<file path="config.mk">
export PLATFORM = sky130hd
export DESIGN_NAME = ctw_top
export DESIGN_NICKNAME = d
export VERILOG_FILES = /design/src/design/ctw_top.v /design/src/design/ctw_edge_sync.v
export VERILOG_INCLUDE_DIRS = /design/src /design/src/pkg
export SDC_FILE = /design/constraint.sdc
export NUM_CORES = 1
export LEC_CHECK = 0
export BUFFER_PORTS_ARGS = -buffer_cell sky130_fd_sc_hd__buf_2
export CELL_PAD_IN_SITES_DETAIL_PLACEMENT = 0
export CELL_PAD_IN_SITES_GLOBAL_PLACEMENT = 1
export CORE_MARGIN = 4
export CORE_UTILIZATION = 46
export CTS_BUF_LIST = sky130_fd_sc_hd__clkbuf_8
export DETAILED_ROUTE_END_ITERATION = 10
export GPL_ROUTABILITY_DRIVEN = 1
export PLACE_DENSITY_LB_ADDON = 0.1
export SYNTH_ARGS = -nofsm -noshare
export SYNTH_HDL_FRONTEND = slang
export SYNTH_SLANG_ARGS = --single-unit
</file>
<file path="constraint.sdc">
create_clock -name clk_sys -period 4.01 [get_ports clk_sys]
set_input_delay 0.802 -clock clk_sys [delete_from_list [all_inputs] [get_ports clk_sys]]
set_output_delay 0.802 -clock clk_sys [all_outputs]
set_load 0.02 [all_outputs]
</file>
<file path="src/pkg/ctw_regs.vh">
// register map, field positions, codes and reset values of the
// capture timer and watchdog block.
// assumes a 32-bit byte address on the register bus.
//
// Overview of operation
// - capture the count into the capture register on the event when bit 17 set
// - bits 16 to 12 pick the event; event number n is source n plus two
// - bits 11 to 9 pick core clock, crystal, undivided clock or pin edges
// - general timer counts up with bit 8 set, down when clear (reset)
// - general timer runs only while bit 7 is set; stopped after reset
// - bit 6 set reloads from load value at wrap; clear runs free
// - format bits 5 to 4: binary, or time of day wrapping at 23 or 255 hours
// - a write to the irq clear register clears the general timer irq unless a wrap sets it in that cycle
// - capture register is read-only, holds last captured count, resets to zero
// - second timer has a normal mode and a watchdog mode
// - normal mode: simple down timer with up option, 32 kHz source
// - second timer prescale bits 3 to 2: 1, 16, 256; code 11 acts as 00
// - second timer bit 6 set reloads at wrap; clear runs free
// - bit 5 enters watchdog mode, counting down from load value to zero
// - watchdog mode always counts the 32 kHz crystal
// - watchdog at zero raises irq if bit 1 set, else resets the chip
// - a watchdog clear write reloads the counter and starts a new timeout
// - in watchdog mode writes to load and control are ignored until reset
// - bit 4 enables the secure clear option; off by default
// - 16-bit load resets to zero; read-only count value resets to all ones
// - secure clear writes must match an 8-bit lfsr seeded before entry
// - a mismatching secure clear or a zero seed resets the chip at once
// - second timer counts up with bit 8 set in normal mode, down when clear or in watchdog mode
// - normal mode irq when down count hits zero or up count hits full scale
`ifndef CTW_REGS_VH
`define CTW_REGS_VH
// byte addresses
`define CTW_ADDR_GT_LOAD   32'hffff0320
`define CTW_ADDR_GT_VAL    32'hffff0324
`define CTW_ADDR_GT_CON    32'hffff0328
`define CTW_ADDR_GT_CLR    32'hffff032c
`define CTW_ADDR_GT_CAP    32'hffff0330
`define CTW_ADDR_WD_LOAD   32'hffff0360
`define CTW_ADDR_WD_VAL    32'hffff0364
`define CTW_ADDR_WD_CON    32'hffff0368
`define CTW_ADDR_WD_CLR    32'hffff036c
// general timer control fields
`define CTW_GT_CAP_EN      17
`define CTW_GT_EVT_HI      16
`define CTW_GT_EVT_LO      12
`define CTW_GT_SRC_HI      11
`define CTW_GT_SRC_LO      9
`define CTW_GT_UP          8
`define CTW_GT_EN          7
`define CTW_GT_PER         6
`define CTW_GT_FMT_HI      5
`define CTW_GT_FMT_LO      4
`define CTW_GT_PRE_HI      3
`define CTW_GT_PRE_LO      0
`define CTW_GT_CON_MASK    32'h0003ffff
`define CTW_EVT_OFFSET     6'h02
// source, format and prescale codes
`define CTW_SRC_CORE       3'h0
`define CTW_SRC_XTAL       3'h1
`define CTW_SRC_UNDIVIDED_SYSTEM_CLOCK       3'h2
`define CTW_SRC_PIN        3'h3
`define CTW_FMT_HMS23      2'h2
`define CTW_FMT_HMS255     2'h3
`define CTW_GT_PRE_16      4'h4
`define CTW_GT_PRE_256     4'h8
`define CTW_GT_PRE_32K     4'hf
`define CTW_GT_LIM_1       15'h0000
`define CTW_GT_LIM_16      15'h000f
`define CTW_GT_LIM_256     15'h00ff
`define CTW_GT_LIM_32K     15'h7fff
`define CTW_HUND_MAX       8'h63
`define CTW_SEC_MAX        8'h3b
`define CTW_HOUR_23        8'h17
`define CTW_HOUR_255       8'hff
// watchdog control fields
`define CTW_WD_UP          8
`define CTW_WD_EN          7
`define CTW_WD_PER         6
`define CTW_WD_MODE        5
`define CTW_WD_SEC         4
`define CTW_WD_PRE_HI      3
`define CTW_WD_PRE_LO      2
`define CTW_WD_IRQOPT      1
`define CTW_WD_CON_MASK    16'h01fe
`define CTW_WD_PRE_16      2'h1
`define CTW_WD_PRE_256     2'h2
`define CTW_WD_LIM_1       8'h00
`define CTW_WD_LIM_16      8'h0f
`define CTW_WD_LIM_256     8'hff
`define CTW_LFSR_TAPS      8'h63
// reset values
`define CTW_RST_GT_CON     32'h00000000
`define CTW_RST_GT_LOAD    32'h00000000
`define CTW_RST_GT_VAL     32'hffffffff
`define CTW_RST_GT_CAP     32'h00000000
`define CTW_RST_WD_LOAD    16'h0000
`define CTW_RST_WD_VAL     16'hffff
`define CTW_RST_WD_CON     16'h0000
// bus responses
`define CTW_RESP_OKAY      2'h0
`define CTW_RESP_SLVERR    2'h2
`endif

</file>
<file path="src/design/ctw_top.v">
// general capture timer and 16-bit watchdog timer behind an AXI4-Lite
// slave. assumes the chip reset output is fed back into rst_n.
//
// The AXI4-Lite interface to the registers is this design's own decision.
`timescale 1ns/10ps
`include "ctw_regs.vh"
module ctw_top #(
   parameter NUM_SOURCES = 34
) (
   // clock and reset
   input  wire                   clk_sys,
   input  wire                   rst_n,
   // axi4-lite write
   input  wire [31:0]            s_axi_awaddr,
   input  wire [2:0]             s_axi_awprot,
   input  wire                   s_axi_awvalid,
   output wire                   s_axi_awready,
   input  wire [31:0]            s_axi_wdata,
   input  wire [3:0]             s_axi_wstrb,
   input  wire                   s_axi_wvalid,
   output wire                   s_axi_wready,
   output reg  [1:0]             s_axi_bresp,
   output reg                    s_axi_bvalid,
   input  wire                   s_axi_bready,
   // axi4-lite read
   input  wire [31:0]            s_axi_araddr,
   input  wire [2:0]             s_axi_arprot,
   input  wire                   s_axi_arvalid,
   output wire                   s_axi_arready,
   output reg  [31:0]            s_axi_rdata,
   output reg  [1:0]             s_axi_rresp,
   output reg                    s_axi_rvalid,
   input  wire                   s_axi_rready,
   // count sources from pins
   input  wire                   xtal_32k_in,
   input  wire                   undivided_system_clock,
   input  wire                   external_count_pin,
   // interrupt sources, same clock domain
   input  wire [NUM_SOURCES-1:0] event_sources,
   // outputs
   output reg                    gt_irq_q,
   output reg                    wd_irq_q,
   output reg                    wd_chip_reset_q
);

   reg [31:0] aw_addr_q;
   reg        aw_full_q;
   reg [31:0] wdata_q;
   reg [3:0]  wstrb_q;
   reg        w_full_q;
   reg [31:0] rd_mux;
   reg        rd_hit;
   reg [31:0] gt_con_q;
   reg [31:0] gt_load_q;
   reg [31:0] gt_val_q;
   reg [31:0] gt_val_d;
   reg [31:0] gt_cap_q;
   reg [14:0] gt_pre_q;
   reg        gt_src_tick;
   reg        gt_wrap;
   reg [NUM_SOURCES-1:0] evt_prev_q;
   reg [15:0] wd_con_q;
   reg [15:0] wd_load_q;
   reg [15:0] wd_val_q;
   reg [7:0]  wd_pre_q;
   reg [7:0]  lfsr_q;
   wire       xtal_rise;
   wire       undivided_system_clock_rise;
   wire       pin_rise;

   ////////////////////////////////////////////////////////////////////////
   // helpers
   function [14:0] gt_pre_limit;
      input [3:0] code;
      begin
         case (code)
            `CTW_GT_PRE_16:  gt_pre_limit = `CTW_GT_LIM_16;
            `CTW_GT_PRE_256: gt_pre_limit = `CTW_GT_LIM_256;
            `CTW_GT_PRE_32K: gt_pre_limit = `CTW_GT_LIM_32K;
            default:         gt_pre_limit = `CTW_GT_LIM_1;
         endcase
      end
   endfunction

   function [7:0] wd_pre_limit;
      input [1:0] code;
      begin
         case (code)
            `CTW_WD_PRE_16:  wd_pre_limit = `CTW_WD_LIM_16;
            `CTW_WD_PRE_256: wd_pre_limit = `CTW_WD_LIM_256;
            default:         wd_pre_limit = `CTW_WD_LIM_1;
         endcase
      end
   endfunction

   // one step of the hours:minutes:seconds:hundredths count
   function [31:0] hms_step;
      input [31:0] v;
      input        up;
      input [7:0]  hmax;
      reg   [7:0]  h, m, s, c;
      begin
         h = v[31:24];
         m = v[23:16];
         s = v[15:8];
         c = v[7:0];
         if (up) begin
            if (c != `CTW_HUND_MAX) c = c + 8'h01;
            else begin
               c = 8'h00;
               if (s != `CTW_SEC_MAX) s = s + 8'h01;
               else begin
                  s = 8'h00;
                  if (m != `CTW_SEC_MAX) m = m + 8'h01;
                  else begin
                     m = 8'h00;
                     h = (h == hmax) ? 8'h00 : h + 8'h01;
                  end
               end
            end
         end else begin
            if (c != 8'h00) c = c - 8'h01;
            else begin
               c = `CTW_HUND_MAX;
               if (s != 8'h00) s = s - 8'h01;
               else begin
                  s = `CTW_SEC_MAX;
                  if (m != 8'h00) m = m - 8'h01;
                  else begin
                     m = `CTW_SEC_MAX;
                     h = (h == 8'h00) ? hmax : h - 8'h01;
                  end
               end
            end
         end
         hms_step = {h, m, s, c};
      end
   endfunction

   function [7:0] lfsr_next;
      input [7:0] v;
      begin
         lfsr_next = {v[6:0], 1'b0} ^ (v[7] ? `CTW_LFSR_TAPS : 8'h00);
      end
   endfunction

   function [31:0] strb_merge;
      input [31:0] old;
      input [31:0] nw;
      input [3:0]  strb;
      integer      i;
      begin
         strb_merge = old;
         for (i = 0; i < 4; i = i + 1)
            if (strb[i]) strb_merge[i*8 +: 8] = nw[i*8 +: 8];
      end
   endfunction

   ////////////////////////////////////////////////////////////////////////
   // pin sources are synchronised; each gives a one-cycle rising pulse
   ctw_edge_sync u_sync_xtal (
      .clk_sys  (clk_sys),
      .rst_n    (rst_n),
      .async_in (xtal_32k_in),
      .rise_q   (xtal_rise)
   );

   ctw_edge_sync u_sync_undivided_system_clock (
      .clk_sys  (clk_sys),
      .rst_n    (rst_n),
      .async_in (undivided_system_clock),
      .rise_q   (undivided_system_clock_rise)
   );

   ctw_edge_sync u_sync_pin (
      .clk_sys  (clk_sys),
      .rst_n    (rst_n),
      .async_in (external_count_pin),
      .rise_q   (pin_rise)
   );

   ////////////////////////////////////////////////////////////////////////
   // axi4-lite write: address and data taken in either order
   wire wr_hit = (aw_addr_q == `CTW_ADDR_GT_LOAD) ||
                 (aw_addr_q == `CTW_ADDR_GT_VAL)  ||
                 (aw_addr_q == `CTW_ADDR_GT_CON)  ||
                 (aw_addr_q == `CTW_ADDR_GT_CLR)  ||
                 (aw_addr_q == `CTW_ADDR_GT_CAP)  ||
                 (aw_addr_q == `CTW_ADDR_WD_LOAD) ||
                 (aw_addr_q == `CTW_ADDR_WD_VAL)  ||
                 (aw_addr_q == `CTW_ADDR_WD_CON)  ||
                 (aw_addr_q == `CTW_ADDR_WD_CLR);
   wire wr_fire = aw_full_q & w_full_q & ~s_axi_bvalid;
   assign s_axi_awready = ~aw_full_q;
   assign s_axi_wready  = ~w_full_q;

   always @(posedge clk_sys) begin
      if (!rst_n) begin
         aw_addr_q    <= 32'h00000000;
         aw_full_q    <= 1'b0;
         wdata_q      <= 32'h00000000;
         wstrb_q      <= 4'h0;
         w_full_q     <= 1'b0;
         s_axi_bvalid <= 1'b0;
         s_axi_bresp  <= `CTW_RESP_OKAY;
      end else begin
         if (s_axi_awvalid && !aw_full_q) begin
            aw_addr_q <= s_axi_awaddr;
            aw_full_q <= 1'b1;
         end else if (wr_fire) begin
            aw_full_q <= 1'b0;
         end
         if (s_axi_wvalid && !w_full_q) begin
            wdata_q  <= s_axi_wdata;
            wstrb_q  <= s_axi_wstrb;
            w_full_q <= 1'b1;
         end else if (wr_fire) begin
            w_full_q <= 1'b0;
         end
         if (wr_fire) begin
            s_axi_bvalid <= 1'b1;
            s_axi_bresp  <= wr_hit ? `CTW_RESP_OKAY : `CTW_RESP_SLVERR;
         end else if (s_axi_bready) begin
            s_axi_bvalid <= 1'b0;
         end
      end
   end

   // strobes of the individual registers
   wire wd_mode    = wd_con_q[`CTW_WD_MODE];
   wire wr_gt_load = wr_fire & (aw_addr_q == `CTW_ADDR_GT_LOAD);
   wire wr_gt_con  = wr_fire & (aw_addr_q == `CTW_ADDR_GT_CON);
   wire wr_gt_clr  = wr_fire & (aw_addr_q == `CTW_ADDR_GT_CLR);
   wire wr_wd_load = wr_fire & (aw_addr_q == `CTW_ADDR_WD_LOAD)
                     & ~wd_mode;
   wire wr_wd_con  = wr_fire & (aw_addr_q == `CTW_ADDR_WD_CON)
                     & ~wd_mode;
   wire wr_wd_clr  = wr_fire & (aw_addr_q == `CTW_ADDR_WD_CLR);
   wire [31:0] wr_merged_gt_con  = strb_merge(gt_con_q, wdata_q, wstrb_q);
   wire [31:0] wr_merged_gt_load = strb_merge(gt_load_q, wdata_q, wstrb_q);
   wire [31:0] wr_merged_wd_con  =
      strb_merge({16'h0000, wd_con_q}, wdata_q, wstrb_q);
   wire [31:0] wr_merged_wd_load =
      strb_merge({16'h0000, wd_load_q}, wdata_q, wstrb_q);

   ////////////////////////////////////////////////////////////////////////
   // axi4-lite read: data registered one cycle after the address
   assign s_axi_arready = ~s_axi_rvalid;

   always @* begin
      rd_hit = 1'b1;
      case (s_axi_araddr)
         `CTW_ADDR_GT_LOAD: rd_mux = gt_load_q;
         `CTW_ADDR_GT_VAL:  rd_mux = gt_val_q;
         `CTW_ADDR_GT_CON:  rd_mux = gt_con_q;
         `CTW_ADDR_GT_CAP:  rd_mux = gt_cap_q;
         `CTW_ADDR_WD_LOAD: rd_mux = {16'h0000, wd_load_q};
         `CTW_ADDR_WD_VAL:  rd_mux = {16'h0000, wd_val_q};
         `CTW_ADDR_WD_CON:  rd_mux = {16'h0000, wd_con_q};
         `CTW_ADDR_GT_CLR:  rd_mux = 32'h00000000;
         `CTW_ADDR_WD_CLR:  rd_mux = 32'h00000000;  // lfsr stays hidden
         default: begin
            rd_mux = 32'h00000000;
            rd_hit = 1'b0;
         end
      endcase
   end

   always @(posedge clk_sys) begin
      if (!rst_n) begin
         s_axi_rvalid <= 1'b0;
         s_axi_rdata  <= 32'h00000000;
         s_axi_rresp  <= `CTW_RESP_OKAY;
      end else if (s_axi_arvalid && !s_axi_rvalid) begin
         s_axi_rvalid <= 1'b1;
         s_axi_rdata  <= rd_mux;
         s_axi_rresp  <= rd_hit ? `CTW_RESP_OKAY : `CTW_RESP_SLVERR;
      end else if (s_axi_rready) begin
         s_axi_rvalid <= 1'b0;
      end
   end

   ////////////////////////////////////////////////////////////////////////
   // general timer: source select and prescaler
   wire [2:0]  gt_src   = gt_con_q[`CTW_GT_SRC_HI:`CTW_GT_SRC_LO];
   wire [1:0]  gt_fmt   = gt_con_q[`CTW_GT_FMT_HI:`CTW_GT_FMT_LO];
   wire        gt_up    = gt_con_q[`CTW_GT_UP];
   wire        gt_hms   = gt_fmt[1];  // 01 reserved, counts binary
   wire [7:0]  gt_hmax  = (gt_fmt == `CTW_FMT_HMS23) ? `CTW_HOUR_23
                                                     : `CTW_HOUR_255;
   wire [14:0] gt_limit =
      gt_pre_limit(gt_con_q[`CTW_GT_PRE_HI:`CTW_GT_PRE_LO]);
   wire [31:0] gt_full  = gt_hms ? {gt_hmax, `CTW_SEC_MAX, `CTW_SEC_MAX,
                                    `CTW_HUND_MAX} : 32'hffffffff;
   wire        gt_tick  = gt_con_q[`CTW_GT_EN] & gt_src_tick &
                          (gt_pre_q >= gt_limit);

   always @* begin
      case (gt_src)
         `CTW_SRC_CORE: gt_src_tick = 1'b1;
         `CTW_SRC_XTAL: gt_src_tick = xtal_rise;
         `CTW_SRC_UNDIVIDED_SYSTEM_CLOCK: gt_src_tick = undivided_system_clock_rise;
         `CTW_SRC_PIN:  gt_src_tick = pin_rise;
         default:       gt_src_tick = 1'b0;
      endcase
   end

   // next count; a wrap is the zero or full scale point of the direction
   always @* begin
      gt_wrap  = 1'b0;
      gt_val_d = gt_val_q;
      if (gt_up && gt_val_q == gt_full) begin
         gt_wrap  = 1'b1;
         gt_val_d = gt_con_q[`CTW_GT_PER] ? gt_load_q
                                          : 32'h00000000;
      end else if (!gt_up && gt_val_q == 32'h00000000) begin
         gt_wrap  = 1'b1;
         gt_val_d = gt_con_q[`CTW_GT_PER] ? gt_load_q : gt_full;
      end else if (gt_hms) begin
         gt_val_d = hms_step(gt_val_q, gt_up, gt_hmax);
      end else begin
         gt_val_d = gt_up ? gt_val_q + 32'h00000001
                          : gt_val_q - 32'h00000001;
      end
   end

   // event select, offset by two into the source list
   wire [5:0] gt_evt_idx = {1'b0, gt_con_q[`CTW_GT_EVT_HI:`CTW_GT_EVT_LO]}
                           + `CTW_EVT_OFFSET;
   wire [NUM_SOURCES-1:0] evt_rise = event_sources & ~evt_prev_q;
   wire gt_capture = gt_con_q[`CTW_GT_CAP_EN] & evt_rise[gt_evt_idx];

   always @(posedge clk_sys) begin
      if (!rst_n) begin
         gt_con_q   <= `CTW_RST_GT_CON;
         gt_load_q  <= `CTW_RST_GT_LOAD;
         gt_val_q   <= `CTW_RST_GT_VAL;
         gt_cap_q   <= `CTW_RST_GT_CAP;
         gt_pre_q   <= 15'h0000;
         gt_irq_q   <= 1'b0;
         evt_prev_q <= {NUM_SOURCES{1'b0}};
      end else begin
         evt_prev_q <= event_sources;
         if (wr_gt_con)
            gt_con_q <= wr_merged_gt_con & `CTW_GT_CON_MASK;
         if (wr_gt_load)
            gt_load_q <= wr_merged_gt_load;
         // a load write also restarts the count from the new value
         if (wr_gt_load)
            gt_val_q <= wr_merged_gt_load;
         else if (gt_tick)
            gt_val_q <= gt_val_d;
         if (!gt_con_q[`CTW_GT_EN])
            gt_pre_q <= 15'h0000;
         else if (gt_tick)
            gt_pre_q <= 15'h0000;
         else if (gt_src_tick)
            gt_pre_q <= gt_pre_q + 15'h0001;
         if (gt_capture)
            gt_cap_q <= gt_val_q;
         // a wrap in the clearing cycle wins over the clear
         gt_irq_q <= (gt_tick & gt_wrap) |
                     (gt_irq_q & ~wr_gt_clr);
      end
   end

   ////////////////////////////////////////////////////////////////////////
   // second timer: always clocked by the crystal, prescaled 1/16/256
   wire [7:0] wd_limit =
      wd_pre_limit(wd_con_q[`CTW_WD_PRE_HI:`CTW_WD_PRE_LO]);
   wire wd_run  = wd_mode | wd_con_q[`CTW_WD_EN];
   wire wd_tick = wd_run & xtal_rise &
                  (wd_pre_q >= wd_limit);
   wire wd_up   = wd_con_q[`CTW_WD_UP] & ~wd_mode;
   wire wd_sec  = wd_con_q[`CTW_WD_SEC];
   // a zero seed never matches, so it always resets
   wire wd_match    = (wdata_q[7:0] == lfsr_q) &
                      (lfsr_q != 8'h00);
   wire wd_svc_ok   = wd_mode & wr_wd_clr & (~wd_sec | wd_match);
   wire wd_svc_bad  = wd_mode & wr_wd_clr & wd_sec & ~wd_match;
   wire wd_expire   = wd_mode & wd_tick & (wd_val_q == 16'h0000);
   wire wd_nrm_wrap = ~wd_mode & wd_tick &
                      (wd_up ? (wd_val_q == 16'hffff)
                             : (wd_val_q == 16'h0000));
   wire wd_enter    = wr_wd_con & wr_merged_wd_con[`CTW_WD_MODE];

   always @(posedge clk_sys) begin
      if (!rst_n) begin
         wd_con_q        <= `CTW_RST_WD_CON;
         wd_load_q       <= `CTW_RST_WD_LOAD;
         wd_val_q        <= `CTW_RST_WD_VAL;
         wd_pre_q        <= 8'h00;
         lfsr_q          <= 8'h00;
         wd_irq_q        <= 1'b0;
         wd_chip_reset_q <= 1'b0;
      end else begin
         if (wr_wd_con)
            wd_con_q <= wr_merged_wd_con[15:0] & `CTW_WD_CON_MASK;
         if (wr_wd_load)
            wd_load_q <= wr_merged_wd_load[15:0];
         if (!wd_run || wd_tick)
            wd_pre_q <= 8'h00;
         else if (xtal_rise)
            wd_pre_q <= wd_pre_q + 8'h01;
         // counter: entry and service reload, then ticks
         if (wr_wd_load)
            wd_val_q <= wr_merged_wd_load[15:0];
         else if (wd_enter || wd_svc_ok)
            wd_val_q <= wd_load_q;
         else if (wd_expire)
            wd_val_q <= wd_load_q;  // irq option restarts the timeout
         else if (wd_mode && wd_tick)
            wd_val_q <= wd_val_q - 16'h0001;
         else if (wd_nrm_wrap)
            wd_val_q <= wd_con_q[`CTW_WD_PER] ? wd_load_q :
                        (wd_up ? 16'h0000 : 16'hffff);
         else if (wd_tick)
            wd_val_q <= wd_up ? wd_val_q + 16'h0001
                              : wd_val_q - 16'h0001;
         // seed before entry, advance on each accepted secure clear
         if (wr_wd_clr && !wd_mode)
            lfsr_q <= wdata_q[7:0];
         else if (wd_svc_ok && wd_sec)
            lfsr_q <= lfsr_next(lfsr_q);
         // irq: set wins over the clear write
         wd_irq_q <= wd_nrm_wrap |
                     (wd_expire & wd_con_q[`CTW_WD_IRQOPT]) |
                     (wd_irq_q & ~wr_wd_clr);
         // held until the chip reset comes back on rst_n
         if ((wd_expire && !wd_con_q[`CTW_WD_IRQOPT]) || wd_svc_bad)
            wd_chip_reset_q <= 1'b1;
      end
   end

endmodule

</file>
<file path="src/design/ctw_edge_sync.v">
// two-flop synchroniser with a registered rising-edge pulse.
// assumes the input toggles slower than half of clk_sys.
`timescale 1ns/10ps
module ctw_edge_sync (
   // clock and reset
   input  wire clk_sys,
   input  wire rst_n,
   // asynchronous level in, one-cycle pulse out
   input  wire async_in,
   output reg  rise_q
);

   reg meta_q;
   reg sync_q;
   reg prev_q;

   ////////////////////////////////////////////////////////////////////////
   // meta_q feeds only sync_q; the edge is taken one stage later
   always @(posedge clk_sys) begin
      if (!rst_n) begin
         meta_q <= 1'b0;
         sync_q <= 1'b0;
         prev_q <= 1'b0;
         rise_q <= 1'b0;
      end else begin
         meta_q <= async_in;
         sync_q <= meta_q;
         prev_q <= sync_q;
         rise_q <= sync_q & ~prev_q;
      end
   end

endmodule

</file>
# After elaboration in Yosys (flattened, before gate mapping)
# Index checks and enable logic that the tools add are counted.
[op_classes]
addsub = 15
mul = 0
div_mod_pow = 0
magnitude_cmp = 3
eq_ne = 40
shifts = 0
muxes = 72
bitwise = 55
n_reduce_logical = 53
[ops]
columns = ["cell", "count"]
rows = [
  ["32-bit == test (second input constant)", 18],
  ["32-bit 2-to-1 mux", 9],
  ["8-bit 2-to-1 mux", 33],
  ["32-bit one-hot mux with 7 select lines", 1],
  ["16-bit 2-to-1 mux", 9],
  ["15-bit one-hot mux with 3 select lines", 1],
  ["8-bit by 1-bit adder with 8-bit output (second input constant)", 5],
  ["6-bit != test (second input constant)", 6],
  ["34-bit AND", 1],
  ["34-bit inverter", 1],
  ["1-bit AND", 33],
  ["32-bit by 1-bit adder with 32-bit output (second input constant)", 1],
  ["32-bit == test", 1],
  ["32-bit logical NOT", 1],
  ["8-bit nonzero test", 4],
  ["32-bit by 1-bit subtractor with 32-bit output (second input constant)", 1],
  ["8-bit by 1-bit subtractor with 8-bit output (second input constant)", 4],
  ["16-bit by 1-bit adder with 16-bit output (second input constant)", 1],
  ["16-bit == test (second input constant)", 1],
  ["8-bit == test", 2],
  ["16-bit logical NOT", 1],
  ["8-bit by 6-bit != test with 1-bit output (second input constant)", 2],
  ["8-bit one-hot mux with 2 select lines", 1],
  ["16-bit by 1-bit subtractor with 16-bit output (second input constant)", 1],
  ["35 further kinds", 100],
]
[word_totals]
register_bits = 342
latchBits = 0
ramBits = 0
romBits = 0
inputBits = 150
out_inout_bits = 44
elab_cells = 281
memories = 0

# Logic depth before layout (Yosys ltp)
# Gate-level depths: netlist of the first run.
[depth]
ltp_word = 13
ltp_mapped = 14

# Cells and area by module
# Synthesis of the first run repeated with hierarchy kept, for this count alone.
[hier_totals]
hier_cells = 2625
area_unflattened_um2 = 19989.2
[modules_own_cells]
columns = ["mod", "instances", "cells_each", "area_per_inst_um2"]
rows = [
  ["ctw_top", 1, 2601, 19655.1],
  ["ctw_edge_sync", 3, 8, 111.4],
]

# Worst setup path after synthesis of the first run
# OpenSTA, ideal clock, no wires.
[synth_timing]
path_type = "register to register"
start = "reg gt_con_q[8]"
end = "reg gt_val_q[30]"
arrival_time_ns = 3.628
slack_ns = 0.313
stages_incl_launch_ff = 13
n_path_buf = 1
path_cell_list = "dfxtp_1 > clkbuf_1 > inv_1 > fa_1 > a21oi_1 > o21ai_0 > a2111oi_0 > or2_2 > o21ai_1 > a311oi_1 > mux2i_1 > o21ai_0 > o21ai_1"
[synth_via]
elab_chain_len = 6
[synth_rtl]
columns = ["element", "line", "rtl"]
rows = [
  ["start: declaration", "ctw_top.v:53", "reg [31:0] gt_con_q;"],
  ["start signal: assignment", "ctw_top.v:335", "gt_con_q <= `CTW_RST_GT_CON;"],
  ["start signal: assignment", "ctw_top.v:345", "gt_con_q <= wr_merged_gt_con & `CTW_GT_CON_MASK;"],
  ["32-bit 2-to-1 mux (tied with other cells)", "ctw_top.v:322", "gt_val_d = gt_up ? gt_val_q + 32'h00000001"],
  ["32-bit 2-to-1 mux or 1-bit logical AND (tied branches)", "ctw_top.v:319, ctw_top.v:316", ""],
  ["32-bit 2-to-1 mux", "ctw_top.v:316", "end else if (!gt_up && gt_val_q == 32'h00000000) begin"],
  ["32-bit 2-to-1 mux", "ctw_top.v:312", "if (gt_up && gt_val_q == gt_full) begin"],
  ["32-bit 2-to-1 mux", "ctw_top.v:351", "else if (gt_tick)"],
  ["32-bit 2-to-1 mux", "ctw_top.v:349", "if (wr_gt_load)"],
  ["end signal: assignment", "ctw_top.v:337", "gt_val_q <= `CTW_RST_GT_VAL;"],
  ["end signal: assignment", "ctw_top.v:350", "gt_val_q <= wr_merged_gt_load;"],
  ["end signal: assignment", "ctw_top.v:352", "gt_val_q <= gt_val_d;"],
  ["end: declaration", "ctw_top.v:55", "reg [31:0] gt_val_q;"],
]
# Several ways; a longest one is shown, not always the timed one. The select of a mux whose other input is x is not followed.
# A chain may end at the register's enable or synchronous reset.

# Final worst setup path of the first run
[layout_timing]
start = "reg gt_con_q[8]"
end = "reg gt_val_q[26]"
# The elaborated chain is that of the path after synthesis.

==> results of run 1 <==
==> synth_stat cells (18+ instances only) <==
library cell and number:
sky130_fd_sc_hd__and3_1 28, sky130_fd_sc_hd__nor3_1 42, sky130_fd_sc_hd__o221ai_1 18, sky130_fd_sc_hd__mux2_2 33, sky130_fd_sc_hd__a21oi_1 246, sky130_fd_sc_hd__nand2_1 386
sky130_fd_sc_hd__ha_1 68, sky130_fd_sc_hd__and2_1 54, sky130_fd_sc_hd__o211ai_1 32, sky130_fd_sc_hd__nor2_1 233, sky130_fd_sc_hd__nor2b_1 18, sky130_fd_sc_hd__a22oi_1 51
sky130_fd_sc_hd__a21o_1 28, sky130_fd_sc_hd__xnor2_1 41, sky130_fd_sc_hd__a211oi_1 32, sky130_fd_sc_hd__buf_2 23, sky130_fd_sc_hd__clkbuf_1 148, sky130_fd_sc_hd__nand4_1 40
sky130_fd_sc_hd__a2bb2oi_1 18, sky130_fd_sc_hd__dfxtp_1 340, sky130_fd_sc_hd__a31oi_1 19, sky130_fd_sc_hd__nand3_1 54, sky130_fd_sc_hd__xor2_1 56, sky130_fd_sc_hd__o21ai_0 80
sky130_fd_sc_hd__mux2i_1 77, sky130_fd_sc_hd__inv_1 51
==> path summary, 6_finish.rpt <==
check                                           to  slack (ns)
worst min register to register  u_sync_xtal.rise_q        0.38
worst max-delay path                  gt_val_q[26]        0.32
worst max register to register        gt_val_q[26]        0.32
worst min-delay path             u_sync_pin.meta_q        0.34
==> area by class of cell <==
| cell class | count | share of cell area |
|---|---|---|
| antenna | 1 | 0.0001097 |
| clock buffer | 76 | 0.04586 |
| clock inverter | 31 | 0.01026 |
| inverter | 53 | 0.008941 |
| multi-input combinational | 1942 | 0.5319 |
| sequential | 340 | 0.2984 |
| tap | 577 | 0.03165 |
| timing repair buffer | 278 | 0.07285 |
==> kinds of logic after synthesis <==
family	after synthesis	synth area share
flops	340	0.3423
simple gates	963	0.2286
fa+ha+maj	69	0.04379
buf+inv	243	0.04933
xor+xnor	97	0.04272
mux	113	0.06084
compound gates	698	0.2322
other cells	1	0.0001886
==> stage by stage <==
stage	setup slack, ns	std cells	power (mW)
2_1_floorplan	0.3128	2525	3.762
3_3_place_gp	0.4061	3190	3.936
3_5_place_dp	0.3546	3190	3.944
4_1_cts	0.3472	3297	7.360
5_1_grt	0.04771	3298	7.548
6_report	0.3229	3298	7.293
==> power groups by stage <==
stage / registers (mW) / logic [mW] / clock network (mW)
after detailed placement: 3.58 / 0.362 / 0
after CTS: 3.51 / 0.364 / 3.49
after global placement: 3.58 / 0.356 / 0
after floorplan: 3.55 / 0.214 / 0
final: 3.51 / 0.363 / 3.42
after global routing: 3.52 / 0.403 / 3.63
==> metal layers <==
metal,track usage,vias to the layer above,wire length [um]
met5,0,-,0
met4,0.08449,0,1811
met3,0.04290,109,4958
met2,0.4273,747,29680
met1,0.4208,9330,32380
li1,-,9409,-
==> cell usage in the layout (no fill, tap or decap), types with 14 or more instances in the layout <==
cell                          n
sky130_fd_sc_hd__dfxtp_1    340
sky130_fd_sc_hd__o221ai_1    18
sky130_fd_sc_hd__and3_1      28
sky130_fd_sc_hd__o21ai_0     80
sky130_fd_sc_hd__a21oi_1    246
sky130_fd_sc_hd__a221oi_1    14
sky130_fd_sc_hd__buf_2      185
sky130_fd_sc_hd__a22oi_1     51
sky130_fd_sc_hd__mux2i_1     77
sky130_fd_sc_hd__and2_1      54
sky130_fd_sc_hd__nand4_1     40
sky130_fd_sc_hd__nor4_1      15
sky130_fd_sc_hd__mux2_2      33
sky130_fd_sc_hd__xnor2_1     41
sky130_fd_sc_hd__a21o_1      28
sky130_fd_sc_hd__nor2_1     233
sky130_fd_sc_hd__nand3_1     54
sky130_fd_sc_hd__a211oi_1    32
sky130_fd_sc_hd__inv_1       68
sky130_fd_sc_hd__clkbuf_8    76
sky130_fd_sc_hd__o22ai_1     17
sky130_fd_sc_hd__a32oi_1     16
sky130_fd_sc_hd__a2bb2oi_1   18
sky130_fd_sc_hd__nor3_1      41
sky130_fd_sc_hd__o21a_1      16
sky130_fd_sc_hd__nand2_1    386
sky130_fd_sc_hd__nor2b_1     16
sky130_fd_sc_hd__buf_4       90
sky130_fd_sc_hd__xor2_1      56
sky130_fd_sc_hd__ha_1        68
sky130_fd_sc_hd__a31oi_1     19
sky130_fd_sc_hd__o211ai_1    32
==> flip-flops by register name (all words and copies together) (netlist names), 4 cells and up <==
register	count
gt_cap_q	32
wd_load_q	16
gt_load_q	32
evt_prev_q	34
wdata_q	32
aw_addr_q	32
wd_val_q	16
gt_con_q	18
gt_val_q	32
wd_con_q	8
lfsr_q	8
wstrb_q	4
wd_pre_q	8
gt_pre_q	15
s_axi_rdata	32
==> flow_summary.json, run 1 <==
{
  "crit-reg2reg-launch": "gt_con_q[8]",
  "irDropWorstVdd_uv": 260.9,
  "library_cell_contributing_the_largest_single_delay_on_the_critical_path": "sky130_fd_sc_hd__a2111oi_0",
  "post-route-util": 0.5390,
  "path_common_cell": "sky130_fd_sc_hd__a21o_1",
  "post-route-period-util": 0.9195,
  "ff_latch_area_sq_um": 6807,
  "dpl.hpwl_um": 51700,
  "synth_enable_flop_cells": 0,
  "total_switching_power_mw": 1.806,
  "totalWireLength_um": 68830,
  "area_occupied_by_multi_input_gates_sq_um": 12130,
  "num-nets-final": 2892,
  "wl_per_cell_um": 20.87,
  "antenna_found_initial": 1,
  "worst-slew-pin-transition_ns": 1.157,
  "outcome": "complete, no violations",
  "timing.critical_path.to_type": "flop",
  "tritoncts_num_sinks": 340,
  "min_from": "external_count_pin",
  "critPathLaunch": "gt_con_q[8]",
  "drt_drc_violations_left": 0,
  "netSwitchingFraction": 0.2476,
  "synth-async-reset-ratio": 0,
  "yosys.cell_types.count": 95,
  "setup.worst_path.start_class": "flop",
  "min_path_type": "in -> reg",
  "dieHeight_um": 215.9,
  "postCtsHoldBufs": 0,
  "critical_path.cell_chain": "inv_1 > buf_4 > ha_1 > a21o_1 > a21o_1 > a2111oi_0 > or2_2 > o21ai_1 > a311oi_1 > xnor2_1 > nor3_1 > o22ai_1",
  "cpLargestDelayFamily": "compound AO/OA/AOI/OAI gates",
  "worst-r2r-cell-count": 12,
  "tritoncts_clock_tree": "built",
  "fin_tns_setup_ns": 0,
  "cts_post_setup_buffers_inserted": 0,
  "flow.area_growth_from_synthesis_pct": 14.70,
  "gr-usage-all-layers": 0.2841,
  "finalClockSkew_ns": 0.04614,
  "routed_via_density": 5.941,
  "sequential_share_of_power": 0.481,
  "grt_pass1_vias": 18480,
  "num_rows": 75,
  "clkTransAtPathRegs_ns": 0.06,
  "timing.hold.ws_ns": 0.3419,
  "rsz0062_at_grt": "false",
  "synth.avg_cell_area_sq_um": 7.878,
  "power.share.clock": 0.469,
  "floorplan_die_width_um": 215.9,
  "finalHoldViolCount": 0,
  "hold-path-cell-count": 2,
  "cts-root-to-sink-buffers": 3,
  "ys_warn_count": 0,
  "drt_pre_antenna_iters": 9,
  "htree_num_levels": 2,
  "critical-path-max-stage-delay_ns": 0.67,
  "slew_headroom": 0.2252,
  "maxCapViolations": 0,
  "first_iter_violations": 2100,
  "share_comb_of_total_power": 0.050,
  "worstPathBufferInverterCount": 2,
  "io_buffers": 185,
  "insertion_delay_ns": 0.67,
  "wire_length_of_the_first_global_routing_pass_um": 107800,
  "yosysTopAreaCell": "sky130_fd_sc_hd__dfxtp_1",
  "max_freq_ghz": 0.2712,
  "netlist_area_before_placement_sq_um": 19890,
  "shortest_period_the_worst_path_allows_ns": 3.687,
  "finish.instance_area_sq_um": 22810,
  "clock_tree_root_buffer_cell": "sky130_fd_sc_hd__clkbuf_8",
  "design.die.area_sq_um": 46620,
  "num_io_pins": 194,
  "critical_path_depth": 12,
  "timing.final.setup_violations": 0,
  "final_layout_size_suffix_gt1_frac": 0.1629,
  "crit_path_max_fanout": 11,
  "floorplan.initialDensity": 0.4699,
  "cts_resized": 0,
  "power-per-cell-area_nw_per_um2": 319.7,
  "num_vias": 19595,
  "grt_start_max_net_pins": 72,
  "num-fill-cells": 4101,
  "yosys_register_bits": 340,
  "instance_count_of_the_mapped_netlist": 2524,
  "antenna_violating_nets_post_route": 0,
  "timing.critical_path.arrival_ns": 4.19,
  "synth_top_area_frac": 0.3423,
  "place_congestion": 0.9451,
  "tritoncts.num_buffers": 58,
  "worst_ep_required_time_ns": 4.51,
  "place_area_sq_um": 21530,
  "critical_path_class": "reg -> reg",
  "total_core_area_sq_um": 42320,
  "netlist_top_cells_area": "sky130_fd_sc_hd__dfxtp_1 (34%), sky130_fd_sc_hd__nand2_1 (7.3%), sky130_fd_sc_hd__a21oi_1 (6.2%)",
  "synth.yosys.seq_area_share": 0.3423,
  "overflow": 0,
  "finalMaxSlewViolations": 0,
  "internal_power_mw": 5.487,
  "p_leak_nw": 9.413,
  "synth_top_flop_cell": "sky130_fd_sc_hd__dfxtp_1"
}
Note: power is estimated with default switching activity, not from simulation.
==> run 2, diff against run 1 <==
--- a/config.mk
+++ b/config.mk
@@ -6,11 +6,12 @@
 export SDC_FILE = /design/constraint.sdc
 export NUM_CORES = 1
 export LEC_CHECK = 0
+export ABC_AREA = 1
 export BUFFER_PORTS_ARGS = -buffer_cell sky130_fd_sc_hd__buf_2
 export CELL_PAD_IN_SITES_DETAIL_PLACEMENT = 0
 export CELL_PAD_IN_SITES_GLOBAL_PLACEMENT = 1
 export CORE_MARGIN = 4
-export CORE_UTILIZATION = 46
+export CORE_UTILIZATION = 44
 export CTS_BUF_LIST = sky130_fd_sc_hd__clkbuf_8
 export DETAILED_ROUTE_END_ITERATION = 10
 export GPL_ROUTABILITY_DRIVEN = 1
==> run 2 against run 1 <==
Against the previous run: via count up 22%; sequential share of layout area down 2.4 points; clock-buffer cell count down 2; combinational power up 15%; maximum frequency up 14%; cell count up 34%; register-to-register slack better by 0.44 ns; non-clock buffer count down 49; core utilization down 4.4 points; design area up 8.8%; largest cell class unchanged; highest routed layer is now met5.
==> flow_summary.json, run 2 <==
{
  "final-instance-count-excl-fill": 4410,
  "floorplan.initialDensity": 0.4444,
  "yosysTopAreaCell": "sky130_fd_sc_hd__dfxtp_1",
  "insertion_delay_ns": 0.67,
  "worst_ep_required_time_ns": 4.58,
  "synth.most_common_cell": "sky130_fd_sc_hd__nand2_1",
  "io_buffers": 185,
  "ys_warn_count": 0,
  "dpl.hpwl_um": 63600,
  "post-route-period-util": 0.8094,
  "yosys.cell_types.count": 65,
  "ys_top_cells_by_count": "sky130_fd_sc_hd__nand2_1 (1043), sky130_fd_sc_hd__nor2_1 (406), sky130_fd_sc_hd__inv_1 (369)",
  "gr-usage-all-layers": 0.2959,
  "top_library_cells_by_usage_in_the_layout_fill_and_taps_aside": "sky130_fd_sc_hd__nand2_1 (1043), sky130_fd_sc_hd__nor2_1 (406), sky130_fd_sc_hd__inv_1 (388)",
  "synth_top_area_frac": 0.3053,
  "postCtsHoldBufs": 0,
  "num_io_pins": 194,
  "synth.yosys.seq_area_share": 0.3053,
  "num-nets-final": 3913,
  "finalHoldViolCount": 0,
  "synth.avg_cell_area_sq_um": 6.254,
  "total_core_area_sq_um": 50170,
  "synth-async-reset-ratio": 0,
  "number_of_flip_flops_under_the_largest_register_name": 34,
  "num-fill-cells": 5340,
  "design.die.area_sq_um": 54340,
  "wl_per_cell_um": 18.79,
  "clock_tree_root_buffer_cell": "sky130_fd_sc_hd__clkbuf_8",
  "timing.final.setup_violations": 0,
  "grt_pass1_vias": 22593,
  "netlist_top_cells_area": "sky130_fd_sc_hd__dfxtp_1 (31%), sky130_fd_sc_hd__nand2_1 (18%), sky130_fd_sc_hd__nor2_1 (6.8%)",
  "num_vias": 23852,
  "setup.reg_to_reg.worst_slack_ns": 0.76,
  "shortest_period_the_worst_path_allows_ns": 3.246,
  "cts-root-to-sink-buffers": 3,
  "tritoncts.num_buffers": 57,
  "regMostFlops": "evt_prev_q",
  "synth_top_flop_cell": "sky130_fd_sc_hd__dfxtp_1",
  "drt_drc_violations_left": 0,
  "power-per-cell-area_nw_per_um2": 288.1,
  "grt_start_max_net_pins": 98,
  "htree_num_levels": 2,
  "num_antenna_cells": 0,
  "wire_length_of_the_first_global_routing_pass_um": 126800,
  "final_layout_size_suffix_gt1_frac": 0.1134,
  "clkTransAtPathRegs_ns": 0.06,
  "totalWireLength_um": 82870,
  "critical_path_class": "reg -> reg",
  "tritoncts_num_sinks": 340,
  "p_leak_nw": 11.65,
  "irDropWorstVdd_uv": 307.4,
  "overflow": 0,
  "library_cell_contributing_the_largest_single_delay_on_the_critical_path": "sky130_fd_sc_hd__dfxtp_1",
  "synth_enable_flop_cells": 0,
  "maxCapViolations": 0,
  "crit_path_max_fanout": 15,
  "ff_latch_area_sq_um": 6807,
  "dieHeight_um": 233.1,
  "finalClockSkew_ns": 0.03770,
  "slew_headroom": 0.2427,
  "timing.critical_path.arrival_ns": 3.82,
  "floorplan_die_width_um": 233.1,
  "routed_via_density": 5.409,
  "cts_post_setup_buffers_inserted": 0,
  "p_total_mw": 7.149,
  "min_path_type": "in -> reg",
  "fin_tns_setup_ns": 0,
  "critical_path.cell_chain": "inv_1 > nor4_1 > inv_1 > nand2_1 > inv_1 > ha_1 > nand3_1 > nor4_1 > o21ai_0 > nand3_1 > nand2_1 > nand2_1 > nand2_2 > nor2_8 > nor2_1 > nor2_1 > nand2_1",
  "path_common_cell": "sky130_fd_sc_hd__nand2_1",
  "yosys_register_bits": 340,
  "outcome": "complete, no violations",
  "worst-slew-pin-transition_ns": 1.135,
  "place_congestion": 0.9583,
  "cts_resized": 0,
  "instance_count_of_the_mapped_netlist": 3565,
  "antenna_found_initial": 3,
  "mostFrequentLayoutCell": "sky130_fd_sc_hd__nand2_1",
  "setup_ws_ns": 0.7642,
  "critical-path-max-stage-delay_ns": 0.37,
  "netlist_area_before_placement_sq_um": 22300,
  "rsz0062_at_grt": "false",
  "drt_pre_antenna_iters": 6,
  "finalMaxSlewViolations": 0,
  "max_freq_ghz": 0.3081,
  "antenna_violating_nets_post_route": 0,
  "first_iter_violations": 1834,
  "post-route-util": 0.4946,
  "flow.area_growth_from_synthesis_pct": 11.30,
  "area_occupied_by_multi_input_gates_sq_um": 13230,
  "timing.critical_path.to_type": "flop",
  "placedCellCount": 4307,
  "num_rows": 82,
  "setup.worst_path.start_class": "flop",
  "dpl_worst_slack_ns": 0.7556,
  "tritoncts_clock_tree": "built"
}
## run 2: cell type report
class / instances / area share
multi-input combinational: 2669 / 0.5331
sequential: 340 / 0.2743
inverter: 397 / 0.06040
timing repair buffer: 229 / 0.05072
clock buffer: 74 / 0.04104
tap: 672 / 0.03388
clock inverter: 29 / 0.006605
## run 2: cell families after synthesis
group | Yosys count | share of synthesized area
AND/OR/NAND/NOR | 1912 | 0.3730
AO/OA/AOI/OAI | 612 | 0.1510
buffers and inverters | 557 | 0.1022
flip-flops | 340 | 0.3053
XOR/XNOR | 71 | 0.02789
adder cells (fa/ha/maj) | 69 | 0.03906
multiplexers | 3 | 0.001347
other | 1 | 0.0001682
## run 2: path summary, 6_finish.rpt
kind | start | to | cells after the start
min reg2reg | u_sync_pin.prev_q | u_sync_pin.rise_q | 1
max | gt_con_q[2] | gt_val_q[16] | 17
min | event_sources[2] | evt_prev_q[2] | 3
max reg2reg | gt_con_q[2] | gt_val_q[16] | 17
## run 2: power by group
group / switching, mW / total (mW) / internal, mW / leakage, nW
clock network: 1.49 / 3.21 / 1.72 / 0.688
logic: 0.281 / 0.419 / 0.138 / 8.19
registers: 0.0588 / 3.52 / 3.46 / 2.77
total: 1.83 / 7.15 / 5.32 / 11.6
## run 2: stage by stage
| stage | hold WS, ns | area (sq um) |
|---|---|---|
| after CTS | 0.2646 | 24820 |
| after global routing | 0.2925 | 24820 |
| after detailed placement | 0.3716 | 23630 |
| after floorplan | 0.3682 | 22300 |
| after global placement | 0.3737 | 23630 |
| final | 0.3203 | 24820 |
## run 2: critical path, delay by kind of cell, from the launching register on
kind	cells	cell delay [ns]
fa+ha+maj	1	0.34
compound gates	1	0.12
buf+inv	3	0.39
simple gates	12	1.94
flops	1	0.37
## run 2: metal layers
layer | track usage | wire [um]
met3 | 0.04476 | 5502
met2 | 0.5011 | 38960
met5 | 0 | 41
met1 | 0.3791 | 34800
met4 | 0.1154 | 3561
